--- src/irke_defines.vh ---
`ifndef IRKE_DEFINES_VH
`define IRKE_DEFINES_VH
// Oscillator rate in kHz and carrier divide ratio
`define IRKE_OSC_KHZ        455
`define IRKE_CAR_DIV        4'd12
// Carrier high phase, one third of the period
`define IRKE_CAR_HIGH       4'd4
// Combination codes
`define IRKE_COMBO_BASE     6'd21
`define IRKE_COMBO_A_KEY    6'd22
`define IRKE_COMBO_B_KEY    6'd23
`define IRKE_COMBO_C_KEY    6'd24
`define IRKE_COMBO_A_CODE   8'h35
`define IRKE_COMBO_B_CODE   8'h36
`define IRKE_COMBO_C_CODE   8'h37
// Frame layout: lead, then 16 custom bits, then 8 code and 8 inverted code bits
`define IRKE_FRAME_BITS     6'd32
// Bit index of the closing stop pulse, reached by counting down past bit 0
`define IRKE_STOP_MARK      6'h3f
// Timing in carrier-free ticks of the core clock (shortened defaults)
`define IRKE_LEAD_ON        16'h0010
`define IRKE_LEAD_OFF       16'h0008
`define IRKE_BIT_ON         16'h0002
`define IRKE_ZERO_OFF       16'h0002
`define IRKE_ONE_OFF        16'h0006
`define IRKE_FRAME_GAP      16'h0040
// Scan dwell per row in core clocks
`define IRKE_ROW_DWELL      4'd3
`endif

--- src/irke_encoder.v ---
`timescale 1ns/1ps
`include "irke_defines.vh"
module irke_encoder #(
  parameter       WAKE_ENABLE = 1,          // Mask option: key wake-up
  parameter [7:0] CUSTOM_LOW  = 8'h00,      // Custom code low byte
  parameter [7:0] CUSTOM_HIGH = 8'hff       // Custom code high byte
) (
  input  wire       core_clk,
  input  wire       rstn,
  input  wire [3:0] key_column_inputs_low,  // Columns 0..3, low when pressed
  input  wire [3:0] key_column_inputs_high, // Columns 4..7, low when pressed
  input  wire       plain_format,           // High selects unmodulated output
  output reg  [3:0] scan_row_outputs,       // Row strobes, active low
  output reg  [1:0] custom_code_lines,      // Custom code lines
  output reg        ir_transmit_output,     // Transmit line
  output reg        tx_busy,                // Transmission in progress
  output reg        osc_run                 // Oscillator running
);

  // ---------------------------------------------------------------
  // States
  // ---------------------------------------------------------------
  localparam [4:0] ST_STBY = 5'h01;         // Stand-by
  localparam [4:0] ST_SCAN = 5'h02;         // Row scan
  localparam [4:0] ST_ON   = 5'h04;         // Pulse on
  localparam [4:0] ST_OFF  = 5'h08;         // Pulse off
  localparam [4:0] ST_GAP  = 5'h10;         // Frame interval

  reg  [4:0]  state_reg;                    // Current state
  reg  [1:0]  row_reg;                      // Active row index
  reg  [3:0]  dwell_reg;                    // Row dwell counter
  reg  [5:0]  key1_reg;                     // First key code seen
  reg  [5:0]  key2_reg;                     // Second key code seen
  reg  [31:0] shift_reg;                    // Frame bits
  reg  [5:0]  bit_reg;                      // Bit index, 32 = lead
  reg  [15:0] time_reg;                     // Phase timer
  reg  [3:0]  car_reg;                      // Carrier divider
  reg         pulse_reg;                    // Raw pulse level

  wire [7:0]  cols  = {key_column_inputs_high, key_column_inputs_low};
  wire        any_low = ~&cols;             // Any key input low
  reg  [5:0]  col_code;                     // Lowest pressed column code
  reg  [7:0]  key_code;                     // Mapped key code
  reg  [7:0]  mask;
  integer     i;                            // First-key column loop index
  integer     j;                            // Second-key column loop index

  // ---------------------------------------------------------------
  // Column encode for current row
  // ---------------------------------------------------------------
  // Lowest-numbered pressed column, code = 8*row + col + 1
  always @* begin
    col_code = 6'd0;
    for (i = 7; i >= 0; i = i - 1) begin
      if (!cols[i]) begin
        col_code = {1'b0, row_reg, 3'd0} + i[5:0] + 6'd1;
      end
    end
  end

  // Second pressed key in the same row, masking the first
  reg [5:0] col_code2;
  always @* begin
    col_code2 = 6'd0;
    mask = cols;
    for (j = 0; j < 8; j = j + 1) begin
      if (!mask[j] && col_code2 == 6'd0 && ({1'b0, row_reg, 3'd0} + j[5:0] + 6'd1) != col_code) begin
        col_code2 = {1'b0, row_reg, 3'd0} + j[5:0] + 6'd1;
      end
    end
  end

  // ---------------------------------------------------------------
  // Combination mapping
  // ---------------------------------------------------------------
  always @* begin
    key_code = {2'b00, key1_reg};
    if (key1_reg == `IRKE_COMBO_BASE) begin
      case (key2_reg)
        `IRKE_COMBO_A_KEY: key_code = `IRKE_COMBO_A_CODE;
        `IRKE_COMBO_B_KEY: key_code = `IRKE_COMBO_B_CODE;
        `IRKE_COMBO_C_KEY: key_code = `IRKE_COMBO_C_CODE;
        default:           key_code = {2'b00, key1_reg};
      endcase
    end
  end

  // ---------------------------------------------------------------
  // Control state machine
  // ---------------------------------------------------------------
  always @(posedge core_clk) begin
    if (!rstn) begin
      state_reg <= ST_STBY;
      row_reg   <= 2'd0;
      dwell_reg <= 4'd0;
      key1_reg  <= 6'd0;
      key2_reg  <= 6'd0;
      shift_reg <= 32'h0000_0000;
      bit_reg   <= 6'd0;
      time_reg  <= 16'h0000;
      pulse_reg <= 1'b0;
    end else begin
      case (state_reg)
        ST_STBY: begin
          pulse_reg <= 1'b0;
          if (WAKE_ENABLE != 0 && any_low) begin
            state_reg <= ST_SCAN;
            row_reg   <= 2'd0;
            dwell_reg <= 4'd0;
            key1_reg  <= 6'd0;
            key2_reg  <= 6'd0;
          end
        end
        ST_SCAN: begin
          // Sample columns per row after dwell
          if (dwell_reg == `IRKE_ROW_DWELL) begin
            dwell_reg <= 4'd0;
            if (col_code != 6'd0) begin
              if (key1_reg == 6'd0) begin
                key1_reg <= col_code;
                if (col_code2 != 6'd0) key2_reg <= col_code2;
              end else if (key2_reg == 6'd0) begin
                key2_reg <= col_code;
              end
            end
            if (row_reg == 2'd3) begin
              row_reg <= 2'd0;
              if (key1_reg == 6'd0 && col_code == 6'd0) begin
                state_reg <= ST_STBY;
              end else begin
                state_reg <= ST_ON;
                bit_reg   <= `IRKE_FRAME_BITS;
                time_reg  <= `IRKE_LEAD_ON;
                pulse_reg <= 1'b1;
              end
            end else begin
              row_reg <= row_reg + 2'd1;
            end
          end else begin
            dwell_reg <= dwell_reg + 4'd1;
          end
        end
        ST_ON: begin
          // Latch frame during lead, once a last-row key has settled
          if (bit_reg == `IRKE_FRAME_BITS) begin
            shift_reg <= {~key_code, key_code, CUSTOM_HIGH, CUSTOM_LOW};
          end
          if (time_reg == 16'h0001) begin
            pulse_reg <= 1'b0;
            state_reg <= ST_OFF;
            if (bit_reg == `IRKE_FRAME_BITS) time_reg <= `IRKE_LEAD_OFF;
            else if (shift_reg[0])          time_reg <= `IRKE_ONE_OFF;
            else                            time_reg <= `IRKE_ZERO_OFF;
          end else begin
            time_reg <= time_reg - 16'h0001;
          end
        end
        ST_OFF: begin
          if (time_reg == 16'h0001) begin
            if (bit_reg != `IRKE_FRAME_BITS) shift_reg <= {1'b0, shift_reg[31:1]};
            if (bit_reg == `IRKE_STOP_MARK) begin
              // Stop pulse done, wait frame interval
              state_reg <= ST_GAP;
              time_reg  <= `IRKE_FRAME_GAP;
            end else begin
              // Counting down past bit 0 lands on the stop pulse index
              bit_reg   <= (bit_reg == `IRKE_FRAME_BITS) ? 6'd31 : bit_reg - 6'd1;
              state_reg <= ST_ON;
              time_reg  <= `IRKE_BIT_ON;
              pulse_reg <= 1'b1;
            end
          end else begin
            time_reg <= time_reg - 16'h0001;
          end
        end
        ST_GAP: begin
          if (time_reg == 16'h0001) begin
            state_reg <= ST_SCAN;
            row_reg   <= 2'd0;
            dwell_reg <= 4'd0;
            key1_reg  <= 6'd0;
            key2_reg  <= 6'd0;
          end else begin
            time_reg <= time_reg - 16'h0001;
          end
        end
        default: state_reg <= ST_STBY;
      endcase
    end
  end

  // ---------------------------------------------------------------
  // Carrier divider
  // ---------------------------------------------------------------
  // Divide by twelve, one-third high
  always @(posedge core_clk) begin
    if (!rstn || state_reg == ST_STBY) begin
      car_reg <= 4'd0;
    end else if (car_reg == `IRKE_CAR_DIV - 4'd1) begin
      car_reg <= 4'd0;
    end else begin
      car_reg <= car_reg + 4'd1;
    end
  end

  // ---------------------------------------------------------------
  // Output registers
  // ---------------------------------------------------------------
  always @(posedge core_clk) begin
    if (!rstn) begin
      scan_row_outputs   <= 4'h0;
      custom_code_lines  <= 2'h3;
      ir_transmit_output <= 1'b0;
      tx_busy            <= 1'b0;
      osc_run            <= 1'b0;
    end else begin
      // Stand-by pin levels and stopped clock
      osc_run           <= (state_reg != ST_STBY);
      custom_code_lines <= 2'h3;
      if (state_reg == ST_SCAN) begin
        // One row low at a time
        scan_row_outputs <= ~(4'h1 << row_reg);
      end else begin
        scan_row_outputs <= 4'h0;
      end
      ir_transmit_output <= pulse_reg & (plain_format | (car_reg < `IRKE_CAR_HIGH));
      tx_busy <= (state_reg == ST_ON) || (state_reg == ST_OFF);
    end
  end

endmodule

--- config.mk ---
export PLATFORM = sky130hd
export DESIGN_NAME = irke_encoder
export DESIGN_NICKNAME = d
export VERILOG_FILES = /design/src/irke_encoder.v
export VERILOG_INCLUDE_DIRS = /design/src
export SDC_FILE = /design/constraint.sdc
export NUM_CORES = 1
export LEC_CHECK = 0
export BUFFER_PORTS_ARGS = -buffer_cell sky130_fd_sc_hd__buf_2
export CAP_MARGIN = 20
export CORE_UTILIZATION = 40
export DETAILED_ROUTE_END_ITERATION = 6
export PLACE_DENSITY = 0.55
export SLEW_MARGIN = 0
export SYNTH_ARGS = -nofsm -noshare
export SYNTH_HDL_FRONTEND = slang
export SYNTH_SLANG_ARGS = --single-unit
--- constraint.sdc ---
create_clock -name core_clk -period 2.85 [get_ports core_clk]
set_clock_uncertainty 0.05 [all_clocks]
set_input_delay 0.285 -clock core_clk [delete_from_list [all_inputs] [get_ports core_clk]]
set_output_delay 0.285 -clock core_clk [all_outputs]
set_load 0.1 [all_outputs]
==> flow_summary_export.csv, run 1 <==
group,metric,value,unit
global_route,grt_antenna_before_repair,0,
logic_synthesis,synthFlopType,"dfxtp_1",
global_route,grt_pass1_wl,20200,um
sta,hold_ws,130,ps
sta,relSlewSlack,64.4,%
run_status,violations,"DRC",
cells_and_area,final_cell_mix,"dfxtp_1, nand2_1, nor2_1",
sta,rsz0062_at_grt,"no",
sta,worst_pin_slew,528,ps
sta,timing.final.crit_share,96.5,%
worst_setup_path,cp_max_fo,10,
run_status,status,"finished with violations",
drt,drcViolationCount,1,
global_route,grt_usage,20.0,%
die,dieArea,12400,sq um
cells_and_area,syn_to_final_growth,11.4,%
logic_synthesis,syn_area,4790,sq um
clocking,cts_tree,"yes",
worst_setup_path,max_stage_delay,600,ps
die,fp-row-count,39,
drt,viasPerCell,5.83,
flow_run,max_cap_viol_count,0,
die,core-area,11600,sq um
sta,fmax,364,MHz
worst_setup_path,crit_path_end_kind,"flip-flop",
worst_setup_path,cpMostUsedCell,"or4_4",
clocking,cts_repair_resize_count,0,
placed_design,port_buffers,17,
logic_synthesis,synth-edff-count,0,
drt,dr.pass1.iters,7,
clocking,clk_path_buf_depth,2,
logic_synthesis,avgSynthCellArea,7.96,sq um
placed_design,placed_cell_area,5060,sq um
clocking,htree_levels,3,
global_route,grt_pass1_vias,4137,
die,chipWidth,111,um
logic_synthesis,ys_seq_area_share,37.2,%
global_route,grt_max_degree,37,
worst_setup_path,critPathKind,"reg -> reg",
drt,wl_per_cell,15.3,um
placed_design,place_inst,746,
global_route,overflow,0,
logic_synthesis,ys_ff_latch,89,
sta,slew_violations,0,
worst_setup_path,crit_chain,"or4_4, or4_4, nor2_8, o21ai_4, a2111o_1, a32o_1",
sta,tns,0,ps
power,p_leak,1.95,nW
sta,final_hold_viol_count,0,
cells_and_area,drive_above_1_share,12.8,%
sta,setup_violations,0,
die,chipHeight,111,um
cells_and_area,fin_cells,762,
worst_setup_path,cp_slowest_cell,"or4_4",
power,ir_drop,0.000442,V
clocking,cts_setup_buffers,0,
logic_synthesis,netlist_instances,602,
placed_design,dp_hpwl,8330,um
clocking,root_buffer,"clkbuf_16",
drt,antenna_left,0,
hold_path,min-delay-path-class,"in -> reg",
clocking,cts_buffers,9,
cells_and_area,antenna-diode-count,0,
clocking,insertion_delay,350,ps
drt,wirelength,11700,um
clocking,clk_pin_slew_worst_paths,70,ps
die,pin_count,20,
worst_setup_path,start_kind,"flip-flop",
drt,drt_iter0_drc,234,
cells_and_area,nNetsFinal,635,
logic_synthesis,async_flop_share,0,%
die,start_util,41.4,%
drt,vias,4441,
worst_setup_path,cp.required,3050,ps
cells_and_area,design_area,5340,sq um
cells_and_area,largest_register_ffs,32,
cells_and_area,final_common_cell,"dfxtp_1",
placed_design,gp_congestion,0.831,
worst_setup_path,critical_path_arrival,2950,ps
power,power.density,687,nW/um^2
logic_synthesis,ys_warn_count,0,
clocking,cts_sinks,89,
logic_synthesis,yosysUniqueCellTypes,76,
sta,fin_crit,2750,ps
clocking,cts_hold_buf,0,
-- metal layers --
layer  global-route usage, %  share of wire [%]  vias to the layer above
met1                    26.5                 49                     2115
met2                    32.0                 46                       73
met4                    7.03                1.7                        0
li1                        -                  -                     2238
met3                    4.35                3.4                       15
met5                       0                  0                        -
-- worst max-delay path, delay by kind of cell, from the launching register on --
family | cells | cell delay [ps]
flops | 1 | 340
simple gates | 3 | 1340
compound gates | 3 | 910
-- kinds of logic (layout without fill, tap and decap cells) --
logic type | Yosys count | count (layout) | synth area share [%]
XOR/XNOR | 9 | 9 | 1.65
adder cells (fa/ha/maj) | 11 | 11 | 2.82
multiplexers | 10 | 10 | 2.09
other | 1 | 2 | 0.0783
flip-flops | 89 | 89 | 37.2
AND/OR/NAND/NOR | 258 | 258 | 27.0
AO/OA/AOI/OAI | 166 | 166 | 23.3
buffers and inverters | 58 | 74 | 5.87
-- cell type report --
| cell class | count | area [sq um] |
|---|---|---|
| multi-input cells | 456 | 2740 |
| flip-flops and latches | 89 | 1780 |
| inverters | 13 | 48.8 |
| clock inverters | 7 | 52.6 |
| clock buffers | 9 | 225 |
| well taps | 143 | 179 |
| repair buffers | 45 | 308 |
| fillers | 1179 | 6230 |
-- synthesized netlist by cell type (all sizes together) (5+ instances only) --
| cell type | number | area [sq um] |
|---|---|---|
| nor4 | 7 | 43.8 |
| or3 | 8 | 51.3 |
| dfxtp | 89 | 1780 |
| nand2 | 69 | 259 |
| clkbuf | 33 | 124 |
| nor2b | 5 | 31.3 |
| mux2i | 10 | 100 |
| a21oi | 46 | 230 |
| ha | 10 | 125 |
| o22ai | 5 | 31.3 |
| nor2 | 55 | 223 |
| buf | 12 | 109 |
| inv | 13 | 48.8 |
| a211oi | 7 | 52.6 |
| o21ai | 38 | 201 |
| a31oi | 9 | 56.3 |
| nand3 | 28 | 145 |
| a311oi | 5 | 43.8 |
| xnor2 | 7 | 61.3 |
| and2 | 5 | 31.3 |
| nor3 | 41 | 205 |
| and3 | 11 | 70.1 |
| or4 | 6 | 53.8 |
| o211ai | 13 | 97.6 |
-- final timing paths --
| kind | from | end | slack [ps] | cells after the start |
|---|---|---|---|---|
| min | plain_format | ir_transmit_output$_SDFF_PN0_ | 130 | 2 |
| min reg2reg | car_reg[0]$_SDFF_PP0_ | car_reg[0]$_SDFF_PP0_ | 400 | 1 |
| max | time_reg[9]$_SDFFE_PN0P_ | key2_reg[4]$_SDFFE_PN0P_ | 100 | 6 |
| max reg2reg | time_reg[9]$_SDFFE_PN0P_ | key2_reg[4]$_SDFFE_PN0P_ | 100 | 6 |
-- power breakdown --
part,total [mW],leakage [nW],switching (mW),internal [mW]
registers,1.44,0.719,0.114,1.32
clock network,1.12,0.137,0.523,0.598
logic,1.10,1.10,0.698,0.406
-- metrics by stage --
stage / util (%) / power, mW / setup WS [ps]
after floorplan: - / 2.35 / 236
after global placement: 43.8 / 2.56 / 139
after detailed placement: 43.8 / 2.56 / 119
after CTS: 46.2 / 3.69 / 105
after global routing: 46.2 / 3.87 / 10.3
final: 46.2 / 3.66 / 99.8
(Power assumes the default switching activity.)
==> inputs of run 2 (changes only) <==
CORE_MARGIN = 5   (was not set)
==> run 2 against run 1 <==
The flow now finishes without violations. Combinational power is essentially flat. Setup slack lost 16 ps. Sequential share of layout area shrank 0.23 points. Flip-flop and latch count is the same. Highest routed layer unchanged. Critical endpoint unchanged. Hold slack gained 9.1 ps. Cell area grew 0.70%. First-iteration DRC count grew 29%.
==> flow_summary_export.csv, run 2 (synthesis results as in run 1) <==
group,metric,value,unit
global_route,grt_pass1_vias,4228,
clocking,cts_repair_resize_count,0,
hold_path,hold_depth,2,
drt,viasPerCell,5.77,
drt,wl_per_cell,15.7,um
die,chipHeight,119,um
sta,rsz0062_at_grt,"no",
die,dieArea,14300,sq um
global_route,overflow,0,
worst_setup_path,cp.required,3050,ps
worst_setup_path,r2r-start,"time_reg[9]$_SDFFE_PN0P_",
power,switchingPower,1.36,mW
worst_setup_path,critical_path_arrival,2960,ps
clocking,root_buffer,"clkbuf_16",
worst_setup_path,critPathKind,"reg -> reg",
drt,antenna_left,0,
clocking,cts_hold_buf,0,
sta,worst_slack,83.5,ps
cells_and_area,nNetsFinal,633,
hold_path,worstHoldEndpoint,"ir_transmit_output$_SDFF_PN0_",
clocking,clk_pin_slew_worst_paths,60,ps
worst_setup_path,r2r_cells,6,
sta,fin_crit,2770,ps
worst_setup_path,crit_path_end_kind,"flip-flop",
power,ir_drop,0.000484,V
power,pwr-share-clk,33.9,%
drt,drt_iter0_drc,302,
power,p_seq_share,37.3,%
power,swShare,35.2,%
sta,worst_pin_slew,556,ps
flow_run,max_cap_viol_count,0,
power,p_leak,1.97,nW
global_route,grt_usage,17.4,%
cells_and_area,final_common_cell,"dfxtp_1",
placed_design,placed_cell_area,5050,sq um
clocking,htree_levels,3,
sta,final_hold_viol_count,0,
power,combPwrFrac,28.8,%
drt,vias,4408,
worst_setup_path,crit_path_start,"time_reg[9]$_SDFFE_PN0P_",
global_route,grt_pass1_wl,20300,um
clocking,cts_buffers,9,
cells_and_area,final_cell_mix,"dfxtp_1, nand2_1, nor2_1",
sta,slew_violations,0,
clocking,cts_setup_buffers,0,
placed_design,place_inst,748,
clocking,cts_sinks,89,
sta,timing.final.crit_share,97.1,%
sta,fmax,361,MHz
cells_and_area,largest_register_ffs,32,
power,power.density,718,nW/um^2
die,chipWidth,119,um
clocking,insertion_delay,350,ps
drt,wirelength,12000,um
global_route,grt_antenna_before_repair,0,
die,start_util,40.4,%
worst_setup_path,start_kind,"flip-flop",
worst_setup_path,cp_max_fo,10,
hold_path,min-delay-path-class,"in -> reg",
power,intPower,2.50,mW
power,power,3.86,mW
run_status,status,"finished clean",
worst_setup_path,worst_r2r_endpoint,"key2_reg[4]$_SDFFE_PN0P_",
placed_design,port_buffers,17,
die,core-area,11900,sq um
sta,setup_violations,0,
sta,tns,0,ps
die,pin_count,20,
cells_and_area,fillCellCount,1204,
cells_and_area,fin_cells,764,
global_route,grt_max_degree,46,
clocking,cts_tree,"yes",
clocking,clk_path_buf_depth,2,
placed_design,pre_cts_slack,105,ps
cells_and_area,antenna-diode-count,0,
placed_design,dp_hpwl,8350,um
worst_setup_path,reg2reg_setup_slack,80,ps
cells_and_area,syn_to_final_growth,12.2,%
cells_and_area,design_area,5380,sq um
drt,drcViolationCount,0,
placed_design,gp_congestion,0.845,
drt,dr.pass1.iters,5,
sta,relSlewSlack,62.0,%
cells_and_area,drive_above_1_share,12.5,%
hold_path,holdCritStartpoint,"plain_format",
die,fp-row-count,40,
-- run 2: changes by cell type in the layout (fill, tap and decap cells not counted) --
cell	before	now
bufinv_16	0	2
clkinv_2	2	1
clkinvlp_4	1	0
buf_4	27	25
-- run 2: layout make-up --
type                       instances  area (sq um)  area share [%]
inverter                          13          48.8           0.908
tap                              147           184            3.42
clock buffer                       9           225            4.19
timing repair buffer              43           293            5.45
clock inverter                     7           100            1.86
sequential                        89          1780            33.1
multi-input combinational        456          2740            51.0
-- run 2: worst max path at each step --
| stage | cells after the start | slack (ps) | endpoint |
|---|---|---|---|
| finish | 6 | 80 | key2_reg[4]$_SDFFE_PN0P_ |
| global route | 6 | 8 | key2_reg[4]$_SDFFE_PN0P_ |
| CTS | 6 | 90 | key2_reg[4]$_SDFFE_PN0P_ |
| detailed placement | 6 | 100 | key2_reg[4]$_SDFFE_PN0P_ |
| global placement | 6 | 150 | key2_reg[4]$_SDFFE_PN0P_ |
| floorplan | 8 | 240 | key2_reg[4]$_SDFFE_PN0P_ |
-- run 2: metal layers --
metal | GRT usage [%] | wire [um] | vias to the layer above
met3 | 2.90 | 426 | 14
met1 | 22.5 | 5650 | 2091
li1 | - | - | 2228
met4 | 7.09 | 222 | 0
met2 | 28.7 | 5730 | 75
met5 | 0 | 0 | -
-- run 2: power groups by stage --
stage,clock network (mW),logic (mW),registers [mW]
after global placement,0,1.09,1.46
after CTS,1.34,1.11,1.44
after global routing,1.39,1.22,1.45
after detailed placement,0,1.11,1.46
after floorplan,0,0.844,1.51
final,1.31,1.11,1.44
-- run 2: through the flow --
step,hold slack [ps],utilization [%]
after global routing,138,45.3
after floorplan,368,-
after CTS,125,45.3
final,139,45.3
after global placement,385,42.6
after detailed placement,395,42.6
-- run 2: worst max-delay path, stage by stage (launching register included) --
cell	delay (ps)
dfxtp_1	340
or4_4	560
or4_4	600
nor2_8	190
o21ai_4	120
a2111o_1	510
a32o_1	300
